--- config.mk ---
export PLATFORM = sky130hd
export DESIGN_NAME = gpt_timer
export DESIGN_NICKNAME = d
export VERILOG_FILES = /design/src/shared/gpt_pkg.sv /design/src/logic/gpt_timer.sv
export VERILOG_INCLUDE_DIRS = /design/src /design/src/shared
export SDC_FILE = /design/constraint.sdc
export NUM_CORES = 1
export LEC_CHECK = 0
export BUFFER_PORTS_ARGS = -buffer_cell sky130_fd_sc_hd__buf_2
export CAP_MARGIN = 20
export CORE_ASPECT_RATIO = 0.9
export CORE_MARGIN = 3
export CORE_UTILIZATION = 50
export CTS_BUF_LIST = sky130_fd_sc_hd__clkbuf_8
export DETAILED_ROUTE_END_ITERATION = 10
export GPL_ROUTABILITY_DRIVEN = 0
export GPL_TIMING_DRIVEN = 0
export HOLD_SLACK_MARGIN = 0.12
export PLACE_DENSITY = 0.71
export SYNTH_ARGS = -nofsm -noshare
export SYNTH_HDL_FRONTEND = slang
export SYNTH_SLANG_ARGS = --single-unit
--- constraint.sdc ---
create_clock -name CLK_SYS_I -period 4.4 [get_ports CLK_SYS_I]
set_input_delay 0.22 -clock CLK_SYS_I [delete_from_list [all_inputs] [get_ports CLK_SYS_I]]
set_output_delay 0.22 -clock CLK_SYS_I [all_outputs]
set_load 0.02 [all_outputs]
--- src/shared/gpt_defines.svh ---
`ifndef GPT_DEFINES_SVH
`define GPT_DEFINES_SVH
// register byte offsets on the apb bus
`define GPT_OFF_LOW_COUNT   12'h000
`define GPT_OFF_HOLD        12'h004
`define GPT_OFF_HIGH_COUNT  12'h008
`define GPT_OFF_LOW_PERIOD  12'h00C
`define GPT_OFF_HIGH_PERIOD 12'h010
`define GPT_OFF_FIRST_CTRL  12'h014
`define GPT_OFF_SECOND_CTRL 12'h018
`define GPT_OFF_IRQ         12'h01C
// control field positions
`define GPT_B_ON            15
`define GPT_B_SIDL          13
`define GPT_B_GATE          6
`define GPT_B_PS_HI         5
`define GPT_B_PS_LO         4
`define GPT_B_CASCADE       3
`define GPT_B_CSRC          1
// writable control bits
`define GPT_CTRL_MASK       16'hA07A
// irq register fields
`define GPT_B_IRQ_FLAG      0
`define GPT_B_IRQ_EN        1
// reset values
`define GPT_PERIOD_RST      16'hFFFF
`define GPT_ZERO16          16'h0000
`define GPT_ONE16           16'h0001
// prescale terminal counts (ratio minus one)
`define GPT_PS_DIV1         8'h00
`define GPT_PS_DIV8         8'h07
`define GPT_PS_DIV64        8'h3F
`define GPT_PS_DIV256       8'hFF
`define GPT_ZERO8           8'h00
`define GPT_ONE8            8'h01
`endif

--- src/shared/gpt_pkg.sv ---
package gpt_pkg;
  // per-timer decoded control word
  typedef struct packed {
    logic       on;
    logic       sidl;
    logic       gate;
    logic [1:0] ps;
    logic       cascade;
    logic       csrc;
  } gpt_ctrl_t;
  // time base handed to capture and compare peripherals
  typedef struct packed {
    logic [15:0] high;
    logic [15:0] low;
  } gpt_base_t;
endpackage

--- src/logic/gpt_timer.sv ---
// The APB register port and the register offsets were chosen for this implementation.
`timescale 1ns/1ps
`include "gpt_defines.svh"

// Summary of operation
// - cascade: first timer low, second high half
// - cascaded timer counts cycles, wraps at period
// - low read latches high half into hold
// - in cascade, hold write then low write loads high
// - cascaded counter counts synced external edges
// - stop in idle halts counter mode
// - uncascaded timers run independently, 16-bit each
// - no asynchronous counter mode exists
// - only first timer syncs prescaler output
// - cascade ignores second control register
// - cascade irq via second flag and enable
// - gate high enables cycle counting
// - cascade gating from first timer only
// - gate fall stops count, keeps value
// - counts exported as capture/compare time bases
// - second timer emits converter trigger on match
// - prescale 1, 8, 64 or 256
// - prescaler clears on count write, off, reset
// - second or 32-bit match, or cascade gate fall, sets flag; software clears
module gpt_timer
  import gpt_pkg::*;
(
  input  wire logic        CLK_SYS_I,
  input  wire logic        RST_N_I,
  input  wire logic        PSEL_I,
  input  wire logic        PENABLE_I,
  input  wire logic        PWRITE_I,
  input  wire logic [11:0] PADDR_I,
  input  wire logic [31:0] PWDATA_I,
  output logic      [31:0] PRDATA_O,
  output logic             PREADY_O,
  output logic             PSLVERR_O,
  input  wire logic        CPU_IDLE_I,
  input  wire logic        EXT_CLOCK_GATE_PIN_I,
  input  wire logic        EXT_CLOCK_SECOND_PIN_I,
  output gpt_base_t        TIME_BASE_O,
  output logic             MATCH_IRQ_O,
  output logic             ADC_TRIGGER_O
);

  ////////////////////////////////////////////////////////////////////////////
  // helpers

  function automatic gpt_ctrl_t dec_ctrl(input logic [15:0] w);
    dec_ctrl.on      = w[`GPT_B_ON];
    dec_ctrl.sidl    = w[`GPT_B_SIDL];
    dec_ctrl.gate    = w[`GPT_B_GATE];
    dec_ctrl.ps      = w[`GPT_B_PS_HI:`GPT_B_PS_LO];
    dec_ctrl.cascade = w[`GPT_B_CASCADE];
    dec_ctrl.csrc    = w[`GPT_B_CSRC];
  endfunction

  function automatic logic [7:0] ps_term(input logic [1:0] sel);
    case (sel)
      2'b00:   ps_term = `GPT_PS_DIV1;
      2'b01:   ps_term = `GPT_PS_DIV8;
      2'b10:   ps_term = `GPT_PS_DIV64;
      default: ps_term = `GPT_PS_DIV256;
    endcase
  endfunction

  ////////////////////////////////////////////////////////////////////////////
  // state

  logic [15:0] cnt_r     [2];
  logic [15:0] cnt_nxt   [2];
  logic [15:0] per_r     [2];
  logic [15:0] per_nxt   [2];
  logic [15:0] ctl_r     [2];
  logic [15:0] ctl_nxt   [2];
  logic [7:0]  psc_r     [2];
  logic [7:0]  psc_nxt   [2];
  logic [1:0]  ext_d_r;
  logic [1:0]  ext_q_r;
  logic [1:0]  ext_p_r;
  logic [1:0]  tick_r;
  logic [1:0]  tick_nxt;
  logic [15:0] hold_r,    hold_nxt;
  logic        gate_p_r;
  logic        flag_r,    flag_nxt;
  logic        ien_r,     ien_nxt;
  logic        trig_r,    trig_nxt;
  logic [31:0] rdata_r,   rdata_nxt;

  gpt_ctrl_t   c0, c1, ce [2];
  logic        casc;
  logic        wr, rd;
  logic [1:0]  wr_cnt;
  logic [1:0]  wr_ctl;
  logic [1:0]  wr_per;
  logic [1:0]  src;
  logic [1:0]  run;
  logic [1:0]  edge_ext;
  logic [1:0]  inc;
  logic [1:0]  match;
  logic        gate_fall;
  logic        match32;

  assign c0   = dec_ctrl(ctl_r[0]);
  assign c1   = dec_ctrl(ctl_r[1]);
  assign casc = c0.cascade;
  // cascade takes all setup from the first control word
  assign ce[0] = c0;
  assign ce[1] = casc ? c0 : c1;

  assign wr = PSEL_I & PENABLE_I & PWRITE_I;
  assign rd = PSEL_I & ~PENABLE_I & ~PWRITE_I; // setup: data stands at access

  ////////////////////////////////////////////////////////////////////////////
  // external clock sync; pins assumed synchronous, two stages absorb slop

  always_ff @(posedge CLK_SYS_I or negedge RST_N_I) begin
    if (!RST_N_I) begin
      ext_d_r  <= 2'b00;
      ext_q_r  <= 2'b00;
      ext_p_r  <= 2'b00;
      gate_p_r <= 1'b0;
    end else begin
      ext_d_r  <= {EXT_CLOCK_SECOND_PIN_I, EXT_CLOCK_GATE_PIN_I};
      ext_q_r  <= ext_d_r;
      ext_p_r  <= ext_q_r;
      gate_p_r <= ext_q_r[0];
    end
  end

  // rising clock edges, falling gate edge; no asynchronous path exists in any mode
  assign edge_ext  = ext_q_r & ~ext_p_r;
  assign gate_fall = gate_p_r & ~ext_q_r[0];

  ////////////////////////////////////////////////////////////////////////////
  // per-timer prescaler and count enables

  genvar g;
  generate
    for (g = 0; g < 2; g++) begin : g_tmr
      // in cascade both halves use the first pin and first prescaler
      assign src[g] = ce[g].csrc ? edge_ext[casc ? 0 : g] : 1'b1;
      // gate pin only steers the first timer or a cascaded pair
      assign run[g] = ce[g].on & ~(ce[g].sidl & CPU_IDLE_I)
                    & (~ce[g].gate | ce[g].csrc
                       | ext_q_r[casc ? 0 : g]);
      assign match[g] = (cnt_r[g] == per_r[g]);
    end
  endgenerate

  always_comb begin
    for (int i = 0; i < 2; i++) begin
      psc_nxt[i]  = psc_r[i];
      tick_nxt[i] = 1'b0;
      if (!ce[i].on || wr_cnt[i]) begin
        psc_nxt[i] = `GPT_ZERO8;
      end else if (run[i] && src[i]) begin
        if (psc_r[i] >= ps_term(ce[i].ps)) begin
          psc_nxt[i]  = `GPT_ZERO8;
          tick_nxt[i] = 1'b1;
        end else begin
          psc_nxt[i] = psc_r[i] + `GPT_ONE8;
        end
      end
    end
  end

  // first timer re-times its prescaler output by a flop; second is direct
  assign inc[0] = tick_r[0];
  assign inc[1] = casc ? tick_r[0] : tick_nxt[1];
  assign match32 = match[0] & match[1];

  ////////////////////////////////////////////////////////////////////////////
  // bus decode

  always_comb begin
    wr_cnt = 2'b00;
    wr_ctl = 2'b00;
    wr_per = 2'b00;
    if (wr && PADDR_I == `GPT_OFF_LOW_COUNT) begin
      wr_cnt = 2'b01;
    end else if (wr && PADDR_I == `GPT_OFF_HIGH_COUNT) begin
      wr_cnt = 2'b10;
    end else if (wr && PADDR_I == `GPT_OFF_LOW_PERIOD) begin
      wr_per = 2'b01;
    end else if (wr && PADDR_I == `GPT_OFF_HIGH_PERIOD) begin
      wr_per = 2'b10;
    end else if (wr && PADDR_I == `GPT_OFF_FIRST_CTRL) begin
      wr_ctl = 2'b01;
    end else if (wr && PADDR_I == `GPT_OFF_SECOND_CTRL) begin
      wr_ctl = 2'b10;
    end
  end

  ////////////////////////////////////////////////////////////////////////////
  // counters, registers, flag

  always_comb begin
    cnt_nxt  = cnt_r;
    per_nxt  = per_r;
    ctl_nxt  = ctl_r;
    hold_nxt = hold_r;
    flag_nxt = flag_r;
    ien_nxt  = ien_r;
    trig_nxt = 1'b0;
    // counting
    if (casc) begin
      if (inc[0]) begin
        if (match32) begin
          cnt_nxt[0] = `GPT_ZERO16;
          cnt_nxt[1] = `GPT_ZERO16;
          trig_nxt   = 1'b1;
        end else begin
          cnt_nxt[0] = cnt_r[0] + `GPT_ONE16;
          if (cnt_r[0] == `GPT_PERIOD_RST) begin
            cnt_nxt[1] = cnt_r[1] + `GPT_ONE16;
          end
        end
      end
    end else begin
      for (int i = 0; i < 2; i++) begin
        if (inc[i]) begin
          cnt_nxt[i] = match[i] ? `GPT_ZERO16
                                : cnt_r[i] + `GPT_ONE16;
        end
      end
      trig_nxt = inc[1] & match[1];
    end
    // software writes take priority over counting
    for (int i = 0; i < 2; i++) begin
      if (wr_per[i]) per_nxt[i] = PWDATA_I[15:0];
      // count is untouched by control writes
      if (wr_ctl[i]) ctl_nxt[i] = PWDATA_I[15:0] & `GPT_CTRL_MASK;
    end
    if (wr_cnt[0]) begin
      cnt_nxt[0] = PWDATA_I[15:0];
      if (casc) cnt_nxt[1] = hold_r;
    end
    if (wr_cnt[1]) cnt_nxt[1] = PWDATA_I[15:0];
    if (wr && PADDR_I == `GPT_OFF_HOLD) hold_nxt = PWDATA_I[15:0];
    if (rd && PADDR_I == `GPT_OFF_LOW_COUNT) hold_nxt = cnt_r[1];
    // flag: software write-one clears, a new event wins
    if (wr && PADDR_I == `GPT_OFF_IRQ) begin
      ien_nxt = PWDATA_I[`GPT_B_IRQ_EN];
      if (PWDATA_I[`GPT_B_IRQ_FLAG]) flag_nxt = 1'b0;
    end
    if ((casc && inc[0] && match32) || (casc && c0.gate && gate_fall)
        || (!casc && inc[1] && match[1])) begin
      flag_nxt = 1'b1;
    end
  end

  always_comb begin
    rdata_nxt = rdata_r;
    if (rd) begin
      rdata_nxt = 32'h0000_0000;
      if (PADDR_I == `GPT_OFF_LOW_COUNT) begin
        rdata_nxt[15:0] = cnt_r[0];
      end else if (PADDR_I == `GPT_OFF_HOLD) begin
        rdata_nxt[15:0] = hold_r;
      end else if (PADDR_I == `GPT_OFF_HIGH_COUNT) begin
        rdata_nxt[15:0] = cnt_r[1];
      end else if (PADDR_I == `GPT_OFF_LOW_PERIOD) begin
        rdata_nxt[15:0] = per_r[0];
      end else if (PADDR_I == `GPT_OFF_HIGH_PERIOD) begin
        rdata_nxt[15:0] = per_r[1];
      end else if (PADDR_I == `GPT_OFF_FIRST_CTRL) begin
        rdata_nxt[15:0] = ctl_r[0];
      end else if (PADDR_I == `GPT_OFF_SECOND_CTRL) begin
        rdata_nxt[15:0] = ctl_r[1];
      end else if (PADDR_I == `GPT_OFF_IRQ) begin
        rdata_nxt[`GPT_B_IRQ_FLAG] = flag_r;
        rdata_nxt[`GPT_B_IRQ_EN]   = ien_r;
      end
    end
  end

  always_ff @(posedge CLK_SYS_I or negedge RST_N_I) begin
    if (!RST_N_I) begin
      for (int i = 0; i < 2; i++) begin
        cnt_r[i] <= `GPT_ZERO16;
        per_r[i] <= `GPT_PERIOD_RST;
        ctl_r[i] <= `GPT_ZERO16;
        psc_r[i] <= `GPT_ZERO8;
      end
      tick_r  <= 2'b00;
      hold_r  <= `GPT_ZERO16;
      flag_r  <= 1'b0;
      ien_r   <= 1'b0;
      trig_r  <= 1'b0;
      rdata_r <= 32'h0000_0000;
    end else begin
      cnt_r   <= cnt_nxt;
      per_r   <= per_nxt;
      ctl_r   <= ctl_nxt;
      psc_r   <= psc_nxt;
      tick_r  <= tick_nxt;
      hold_r  <= hold_nxt;
      flag_r  <= flag_nxt;
      ien_r   <= ien_nxt;
      trig_r  <= trig_nxt;
      rdata_r <= rdata_nxt;
    end
  end

  ////////////////////////////////////////////////////////////////////////////
  // outputs; zero wait states

  assign PREADY_O      = 1'b1;
  assign PSLVERR_O     = 1'b0;
  assign PRDATA_O      = rdata_r;
  assign TIME_BASE_O   = {cnt_r[1], cnt_r[0]};
  assign MATCH_IRQ_O   = flag_r & ien_r;
  assign ADC_TRIGGER_O = trig_r;

  ////////////////////////////////////////////////////////////////////////////
  // checks

  AST_HOLD_LATCH: assert property (
    @(posedge CLK_SYS_I) disable iff (!RST_N_I)
    rd && PADDR_I == `GPT_OFF_LOW_COUNT |=> hold_r == $past(cnt_r[1]))
    else $error("hold did not latch high half");

  AST_COH_WRITE: assert property (
    @(posedge CLK_SYS_I) disable iff (!RST_N_I)
    wr_cnt[0] && casc |=> cnt_r[1] == $past(hold_r))
    else $error("high half not loaded from hold");

  AST_CASC_WRAP: assert property (
    @(posedge CLK_SYS_I) disable iff (!RST_N_I)
    casc && inc[0] && match32 && !wr_cnt[0] && !wr_cnt[1]
    |=> TIME_BASE_O == 32'h0000_0000 && trig_r)
    else $error("cascaded count did not wrap");

  AST_CTRL_KEEP: assert property (
    @(posedge CLK_SYS_I) disable iff (!RST_N_I)
    wr_ctl != 2'b00 && !inc[0] && !inc[1] |=> $stable(TIME_BASE_O))
    else $error("control write changed count");

  AST_PSC_CLR: assert property (
    @(posedge CLK_SYS_I) disable iff (!RST_N_I)
    wr_cnt[0] |=> psc_r[0] == `GPT_ZERO8)
    else $error("prescaler not cleared");

  AST_IDLE_STOP: assert property (
    @(posedge CLK_SYS_I) disable iff (!RST_N_I)
    c1.sidl && CPU_IDLE_I && !casc |-> !inc[1])
    else $error("counted during idle");

  AST_GATE_HOLD: assert property (
    @(posedge CLK_SYS_I) disable iff (!RST_N_I)
    c0.gate && !c0.csrc && !ext_q_r[0] |-> !tick_nxt[0])
    else $error("counted with gate low");

  AST_FLAG_SET: assert property (
    @(posedge CLK_SYS_I) disable iff (!RST_N_I)
    casc && c0.gate && gate_fall |=> flag_r)
    else $error("gate fall did not set flag");

  AST_IND_WRAP: assert property (
    @(posedge CLK_SYS_I) disable iff (!RST_N_I)
    !casc && inc[1] && match[1] && !wr_cnt[1] |=> cnt_r[1] == `GPT_ZERO16)
    else $error("second timer did not wrap");

endmodule

## Word level (Yosys, flattened, before mapping)

Index checks and enable logic that the tools add are counted.

| word-level totals | value |
|---|---|
| input bits | 52 |
| word-level logic and storage cells | 169 |
| output and inout port bits | 68 |
| register bits | 137 |

| cells by class | value |
|---|---|
| add/sub/neg operators | 4 |
| $lt $le $gt $ge | 3 |
| eq/ne operators | 14 |
| muxes and demuxes | 69 |
| bitwise logic cells | 27 |
| reductions and logical operators | 34 |

Operators with widths:

| kind | number |
|---|---|
| $mux 16 | 15 |
| $mux 32 | 4 |
| $mux 8 | 10 |
| $eq 12x5->1 const B | 4 |
| $pmux 8 s3 | 2 |
| $add 16x1->16 const B | 2 |
| $eq 16x16->1 | 2 |
| $mux 2 | 14 |
| $eq 12x4->1 const B | 2 |
| $mux 1 | 22 |
| $logic_and 1x1->1 | 17 |
| $add 8x1->8 const B | 2 |
| $eq 16x16->1 const B | 1 |
| $ge 8x8->1 | 2 |
| $and 1x1->1 | 14 |
| $mux 14 | 1 |
| $eq 12x3->1 const B | 1 |
| $logic_not 12->1 | 1 |
| $reduce_bool 2->1 | 6 |
| $mux 7 | 1 |
| $not 1->1 | 7 |
| $eq 2x1->1 const B | 2 |
| $eq 2x2->1 const B | 2 |
| $logic_not 2->1 | 2 |
| other kinds (7) | 15 |

## Logic depth before layout (Yosys ltp)

Gate-level depths: netlist (run 1).

| depth | value |
|---|---|
| depth after elaboration | 19 |
| mapped depth | 14 |
| depth with buffers taken out | 12 |

## Least setup slack after synthesis (run 1)

OpenSTA, ideal clock, no wires.

| path | value |
|---|---|
| path type | flip-flop to flip-flop |
| start | register ctl_r (netlist bit c0[1]) |
| end | register cnt_r (netlist bit TIME_BASE_O[17]) |
| arrival | 3095 ps |
| cell stages (with the launch flop) | 15 |
| period minus slack after synthesis | 3220 ps |
| setup time | 125 ps |
| slack | 1180 ps |
| required time | 4275 ps |
| path buffers | 4 |
| cell sequence | dfrtp_1 > clkbuf_1 > clkbuf_1 > buf_1 > mux2i_1 > or2_2 > ha_1 > a211oi_1 > nand2_1 > o22ai_1 > clkbuf_1 > nor2_1 > mux2i_1 > o21ai_0 > mux2_2 |

RTL lines:

| what | line | RTL |
|---|---|---|
| start, declared | gpt_timer.sv:74 | `logic [15:0] ctl_r [2];` |
| start signal, assigned by index | gpt_timer.sv:283 | `` ctl_r[i] <= `GPT_ZERO16; `` |
| start signal, assigned | gpt_timer.sv:295 | `ctl_r <= ctl_nxt;` |
| end signal, assigned by index | gpt_timer.sv:281 | `` cnt_r[i] <= `GPT_ZERO16; `` |
| end signal, assigned | gpt_timer.sv:293 | `cnt_r <= cnt_nxt;` |
| end, declared | gpt_timer.sv:70 | `logic [15:0] cnt_r [2];` |

==> metrics.md, run 1 <==
| Metric | Value |
|---|---|
| Gate Count Post-Synth | `943` |
| Period utilization | `91.2%` |
| Yosys warnings | `0` |
| Max-cap violations | `0` |
| Crit path required time | `4.77 ns` |
| Yosys reg bits | `136` |
| Synthesized area | `roughly 8500 um2` |
| CTS Buf Count | `17` |
| Largest net degree at the start of global routing | `73` |
| Initial antenna violation count | `0` |
| Final routed DRC violation total | `0` |
| Prevailing post-synth register cell | `dfrtp_1` |
| Drt via density | `about 6.3` |
| CP bufs+invs | `3` |
| Async S/R FF share, synth | `100%` |
| Layout Cells excl Fill | `1299` |
| Layout Skew | `0.0103 ns` |
| Core region area | `16400 um2` |
| Slowest cell on the critical path | `clkbuf_2` |
| Starting Density | `51.7%` |
| Global Route Usage Sum | `29.9%` |
| Worst path arrival time | `4.39 ns` |
| Crit start category | `flop` |
| Worst-path clk slew | `0.08 ns` |
| Wire length per cell | `21.4 um` |
| Endpoint class of the critical path | `flop` |
| I/O pin total | `120` |
| Post-route ant nets | `0` |
| Synth unique cells | `69` |
| Peak Freq | `249 MHz` |
| Placed insts | `about 1300` |
| Final worst slack | `0.385 ns` |
| Avg Inst Size Synth | `approximately 9 um2` |
| Post-Place Worst Slack | `0.190 ns` |
| Post-synth top area share | `30.7%` |
| Setup Buffers After CTS | `0` |
| DR iter-0 viols | `approximately 1000` |
| Vias | `roughly 8000` |
| Setup TNS | `0 ns` |
| Final HPWL DP | `20500 um` |
| Vias in the first global route | `approximately 7500` |
| Reg2Reg Setup Slack | `0.39 ns` |
| Die area | `18600 um2` |
| # clock sinks | `around 140` |
| Status | `completed` |
| Die Ht | `130 um` |
| Slew headroom | `between 20 and 30%` |
| Final hold vios | `0` |
| Setup CP Type | `flop to flop` |
| Critical-path cell list | `clkbuf_1 -> clkbuf_2 -> mux2i_1 -> ha_1 -> o31a_1 -> o211ai_1 -> a21oi_1 -> o22ai_1 -> clkbuf_1 -> nor2_1 -> nand2_1 -> o311a_1 -> a21oi_1` |
| Total grt overflow | `0` |
| Min Tclk post-route | `around 4 ns` |
| Clk root buf | `clkbuf_8` |
| CP Max Fanout | `19` |
| IO buf count | `between 80 and 90` |
| Worst Max-Slew Pin Slew | `roughly 1.0 ns` |
| Clk buf depth | `2` |
| Final Max Slew Viols | `0` |
| Number of diodes | `0` |
| Worst VDD drop | `between 150 and 200 uV` |
| Final Setup Violations | `0` |
| Site row count | `44` |
| PD cells | `249 nW/um2` |
| DIE WIDTH | `143 um` |
| Number of synthesized flops with an enable pin | `0` |
| Area Growth Syn to Fin | `15.2%` |
| Proportion of synthesized chip area in sequential cells | `40.6%` |
| Nets | `around 1100` |
| Hold WC Path Type | `input port to flop` |
| Skew-Pair Late Insertion Delay | `0.47 ns` |
| Leak Pwr | `4.31 nW` |
| Layout cells sized above 1 | `21.9%` |
| Htree depth | `4` |
| TritonCTS clock tree | `built` |
| CP max stage delay | `0.52 ns` |
| Crit-path leading delay family | `buffers and inverters` |
| Detailed-route wire length | `27800 um` |
| RSZ-0062 raised after global routing | `no` |
| First-pass DRT Iterations | `6` |
| First-pass GRT wire length | `42200 um` |
| Synth area leaders | `dfrtp_1, dfstp_2, mux2_2` |
| Yosys top cell by area | `dfrtp_1` |
cell usage in the layout, fill, tap and decap left out, types with 10 or more instances in the layout:
master / n
nand4_1: 23
nor2_1: 73
mux2i_1: 16
ha_1: 18
and3_1: 14
dfstp_2: 32
buf_4: 20
a221o_1: 16
nor3_1: 25
a22oi_1: 15
dlygate4sd3_1: 13
dfrtp_1: 104
mux2_2: 48
nor2b_1: 10
a21oi_1: 44
buf_2: 91
conb_1: 18
o21ai_0: 75
a21o_1: 10
nand3_1: 33
clkbuf_1: 52
nand2_1: 102
clkbuf_8: 20
xnor2_1: 40
a31oi_1: 18
inv_1: 23
state kept, by name (all words and copies together), names as in the netlist:
name,count
TIME_BASE_O,32
per_r,32
PRDATA_O,16
hold_r,16
psc_r,16
c0,7
c1,7
ext_d_r,2
ext_p_r,2
ext_q_r,2
ADC_TRIGGER_O,1
flag_r,1
ien_r,1
tick_r,1
cell families (layout without fill, tap and decap cells):
logic type                 count (synthesis)  count (layout)  synth area share [%]
adders and majority gates                 18              18                  2.65
and+or+nand+nor                          331             331                  19.0
other                                      2              18                0.0885
xor gates and xnor gates                  42              42                  4.33
DFF                                      136             136                  40.6
muxes                                     64              64                  8.25
buffers and inverters                     99             232                  5.37
AOI/OAI and AO/OA                        251             251                  19.7
layer usage:
metal	routed length, um	track usage [%]	vias to the layer above	part of all wire (%)
met5	0	0	-	0
met3	3270	7.49	68	12
li1	-	-	3711	-
met2	11800	44.1	535	42
met1	12100	43.2	3924	43
met4	719	9.80	0	2.6
what timing repair did:
action | 4_1_cts | 5_1_grt
resized for setup | 0 | 2
endpoints found under the hold margin | 88 | 0
endpoints found under the setup margin | 0 | 14
hold buffers | 13 | 0
stage by stage:
step	power (mW)	utilization, %	cell area [um2]	hold WS [ns]
4_1_cts	2.44	59.6	9780	0.126
5_1_grt	2.52	59.6	9780	0.141
2_1_floorplan	1.37	-	8550	-0.0756
6_report	2.44	59.6	9780	0.162
3_5_place_dp	1.46	56.6	9280	0.250
3_3_place_gp	1.46	56.3	9230	0.328
report_power, final:
part / total, mW / switching (mW) / leakage, nW / internal [mW]
Sequential: 1.27 / 0.00915 / 1.72 / 1.26
Clock: 0.983 / 0.503 / 0.203 / 0.480
Combinational: 0.179 / 0.120 / 2.38 / 0.0592
final timing paths:
check | end | cells past startpoint | start
hold reg to reg | ext_q_r[0]$_DFF_PN0_ | 0 | ext_d_r[0]$_DFF_PN0_
min in group asynchronous | ext_q_r[0]$_DFF_PN0_ | 2 | RST_N_I
setup / recovery | TIME_BASE_O[29]$_DFF_PN0_ | 13 | c0[1]$_DFFE_PN0P_
max in group asynchronous | per_r[9]$_DFFE_PN1P_ | 3 | RST_N_I
hold / removal | TIME_BASE_O[31]$_DFF_PN0_ | 3 | PWDATA_I[15]
setup reg to reg | TIME_BASE_O[29]$_DFF_PN0_ | 13 | c0[1]$_DFFE_PN0P_
cell usage after synthesis, types with 4 or more instances:
library cell,instances
a211oi_1,8
a21o_1,10
a21oi_1,44
a221o_1,16
a221oi_1,6
a222oi_1,8
a22oi_1,15
a31oi_1,18
and2_1,4
and3_1,14
buf_2,6
buf_4,18
clkbuf_1,53
dfrtp_1,104
dfstp_2,32
ha_1,18
inv_1,19
mux2_2,48
mux2i_1,16
nand2_1,102
nand2b_1,5
nand3_1,33
nand4_1,23
nor2_1,73
nor2b_1,10
nor3_1,25
nor3b_1,7
nor4_1,8
o211ai_1,5
o21ai_0,75
o311a_1,4
o31ai_1,4
or2_2,6
or3_1,6
xnor2_1,40
layout make-up:
cell class,instances,area (um2)
inverters,19,71.3
fillers,1476,6630
plain buffers,79,382
clock buffers,20,275
multi-input cells,724,4650
clock inverters,12,90.1
well taps,207,259
repair buffers,102,609
flip-flops and latches,136,3440
worst register-to-register path: stages (launching register included):
cell	delay [ns]
dfrtp_1	0.32
clkbuf_1	0.37
clkbuf_2	0.52
mux2i_1	0.46
ha_1	0.21
o31a_1	0.15
o211ai_1	0.09
a21oi_1	0.13
o22ai_1	0.13
clkbuf_1	0.29
nor2_1	0.46
nand2_1	0.25
o311a_1	0.35
a21oi_1	0.18
Power figures use the tool's default switching activity.
==> inputs of run 2 (changes only) <==
--- a/config.mk
+++ b/config.mk
@@ -10,13 +10,13 @@
 export CAP_MARGIN = 20
 export CORE_ASPECT_RATIO = 0.9
 export CORE_MARGIN = 3
-export CORE_UTILIZATION = 50
+export CORE_UTILIZATION = 60
 export CTS_BUF_LIST = sky130_fd_sc_hd__clkbuf_8
 export DETAILED_ROUTE_END_ITERATION = 10
 export GPL_ROUTABILITY_DRIVEN = 0
 export GPL_TIMING_DRIVEN = 0
 export HOLD_SLACK_MARGIN = 0.12
-export PLACE_DENSITY = 0.71
+export PLACE_DENSITY = 0.83
 export SYNTH_ARGS = -nofsm -noshare
 export SYNTH_HDL_FRONTEND = slang
 export SYNTH_SLANG_ARGS = --single-unit
==> metrics.md, run 2 (synthesis gave the netlist of run 1 again) <==
| Metric | Value |
|---|---|
| Period utilization | `92.7% (+1.5 points)` |
| Fillers | `1034 (-30%)` |
| Final routed DRC violation total | `0 (unchanged)` |
| CP Max Fanout | `10 (-9)` |
| # clock sinks | `136 (unchanged)` |
| Clk buf depth | `2 (unchanged)` |
| I/O pin total | `120 (unchanged)` |
| Layout Cells excl Fill | `1283 (-1.2%)` |
| Global Route Usage Sum | `35.5% (+5.6 points)` |
| Setup TNS | `0 ns (unchanged)` |
| Final Setup Violations | `0 (unchanged)` |
| Max-cap violations | `0 (unchanged)` |
| DIE WIDTH | `131 um (-8.3%)` |
| Drt via density | `6.70 (+5.6%)` |
| Post-route ant nets | `0 (unchanged)` |
| Slew headroom | `27.2% (-2.7 points)` |
| Final Max Slew Viols | `0 (unchanged)` |
| RSZ-0062 raised after global routing | `no` |
| Worst Max-Slew Pin Slew | `1.08 ns (+0.0395 ns)` |
| Worst path arrival time | `4.43 ns (+0.04 ns)` |
| IO buf count | `85 (unchanged)` |
| TritonCTS clock tree | `built` |
| DR top layer | `met4` |
| Hold WC Path Type | `input port to flop` |
| Reg2Reg Setup Slack | `0.32 ns (-0.06 ns)` |
| Total grt overflow | `0 (unchanged)` |
| Largest net degree at the start of global routing | `90 (+23%)` |
| Crit start category | `flop` |
| First-pass DRT Iterations | `7 (+1)` |
| Wire length per cell | `21.8 um (+1.7%)` |
| Nets | `1151 (+0.17%)` |
| Detailed-route wire length | `27900 um (+0.47%)` |
| Core region area | `13600 um2 (-17%)` |
| Final hold vios | `0 (unchanged)` |
| Setup CP Type | `flop to flop` |
| Leak Pwr | `4.33 nW (+0.52%)` |
| Most frequent cells in the layout | `dfrtp_1, nand2_1, buf_2, o21ai_0, nor2_1` |
| Number of diodes | `0 (unchanged)` |
| Htree depth | `4 (unchanged)` |
| Area Growth Syn to Fin | `15.8%` |
| CTS Buf Count | `17 (unchanged)` |
| Status | `completed` |
| Die area | `15600 um2 (-16%)` |
| Endpoint class of the critical path | `flop` |
| Skew-Pair Late Insertion Delay | `0.46 ns (about the same)` |
| Site row count | `40 (-9.1%)` |
| Vias | `8596 (+4.3%)` |
| Wire length on met2 | `11600 um (-1.4%)` |
| Min Tclk post-route | `4.08 ns (+0.0640 ns)` |
| Crit path required time | `4.75 ns (-0.02 ns)` |
| Worst-case hold slack | `0.168 ns (+0.00630 ns)` |
| Clk root buf | `clkbuf_8` |
| Post-Place Worst Slack | `0.0869 ns (-0.103 ns)` |
| Worst-path clk slew | `0.08 ns (about the same)` |
| First-pass GRT wire length | `43500 um (+2.9%)` |
| Final worst slack | `0.321 ns (-0.0640 ns)` |
| Peak Freq | `245 MHz (-1.6%)` |
| Met1 Wirelength | `10900 um (-9.2%)` |
| PD cells | `262 nW/um2 (+5.3%)` |
| Layout Skew | `0.0119 ns (+0.00162 ns)` |
| Initial antenna violation count | `0 (unchanged)` |
| Layout cells sized above 1 | `22.1% (+0.23 points)` |
| Vias in the first global route | `7998 (+7.3%)` |
| Final core occ | `72.2% (+13 points)` |
| Worst VDD drop | `186 uV (-0.59%)` |
| DR iter-0 viols | `1420 (+39%)` |
| Starting Density | `62.4% (+11 points)` |
| Placed insts | `1236 (-1.4%)` |
| Die Ht | `119 um (-8.3%)` |
| Final HPWL DP | `20300 um (-1.0%)` |
| Most common cell after layout, fill and taps aside | `dfrtp_1` |
| DR WL met3 | `3980 um (+22%)` |
[run 2: worst paths after layout]
| path | start | end | cells after the start |
|---|---|---|---|
| worst min-delay path | PENABLE_I | PRDATA_O[3]$_DFFE_PN0P_ | 4 |
| worst max-delay path | c0[1]$_DFFE_PN0P_ | TIME_BASE_O[17]$_DFF_PN0_ | 14 |
| worst max register to register | c0[1]$_DFFE_PN0P_ | TIME_BASE_O[17]$_DFF_PN0_ | 14 |
| max in group asynchronous | RST_N_I | per_r[5]$_DFFE_PN1P_ | 3 |
| min in group asynchronous | RST_N_I | TIME_BASE_O[8]$_DFFE_PN0P_ | 2 |
| worst min register to register | ext_d_r[0]$_DFF_PN0_ | ext_q_r[0]$_DFF_PN0_ | 0 |
[run 2: repair_timing]
| item | CTS | global route |
|---|---|---|
| resized for setup | 0 | 3 |
| setup buffers | 0 | 0 |
| hold buffers | 13 | 1 |
| endpoints found under the hold margin | 75 | 1 |
| setup endpoints to repair | 0 | 16 |
[run 2: worst max-delay path: stages, from the launching register on]
cell and delay [ns]:
dfrtp_1 0.33, clkbuf_1 0.37, clkbuf_2 0.35, clkbuf_2 0.34, mux2i_1 0.13, or2_2 0.30
ha_1 0.20, a211oi_1 0.22, nand2_1 0.08, o22ai_1 0.25, clkbuf_1 0.51, nor2_1 0.26
mux2i_1 0.24, o21ai_0 0.11, mux2_2 0.27
[run 2: cell type report]
cell class,count,area [um2],share of cell area [%]
tap,189,236,2.41
clock buffer,20,275,2.80
inverter,19,71.3,0.725
clock inverter,12,149,1.51
timing repair buffer,103,619,6.30
buffer,80,387,3.93
sequential,136,3440,35.0
multi-input combinational,724,4650,47.3
[run 2: metal layers]
metal	global-route usage, %	vias up
met5	0	-
met4	15.0	0
met3	11.4	154
met2	51.6	731
met1	49.1	4000
li1	-	3711
[run 2: per-stage QoR]
stage | power, mW | instance area [um2]
floorplan | 1.37 | 8550
finish | 2.58 | 9830
global route | 2.65 | 9830
global placement | 1.46 | 9210
CTS | 2.57 | 9810
detailed placement | 1.46 | 9260
[run 2: report_power, final]
| part | total, mW | internal (mW) | switching, mW |
|---|---|---|---|
| logic | 0.182 | 0.0598 | 0.122 |
| registers | 1.27 | 1.26 | 0.00856 |
| clock network | 1.12 | 0.603 | 0.520 |
| total | 2.58 | 1.93 | 0.651 |
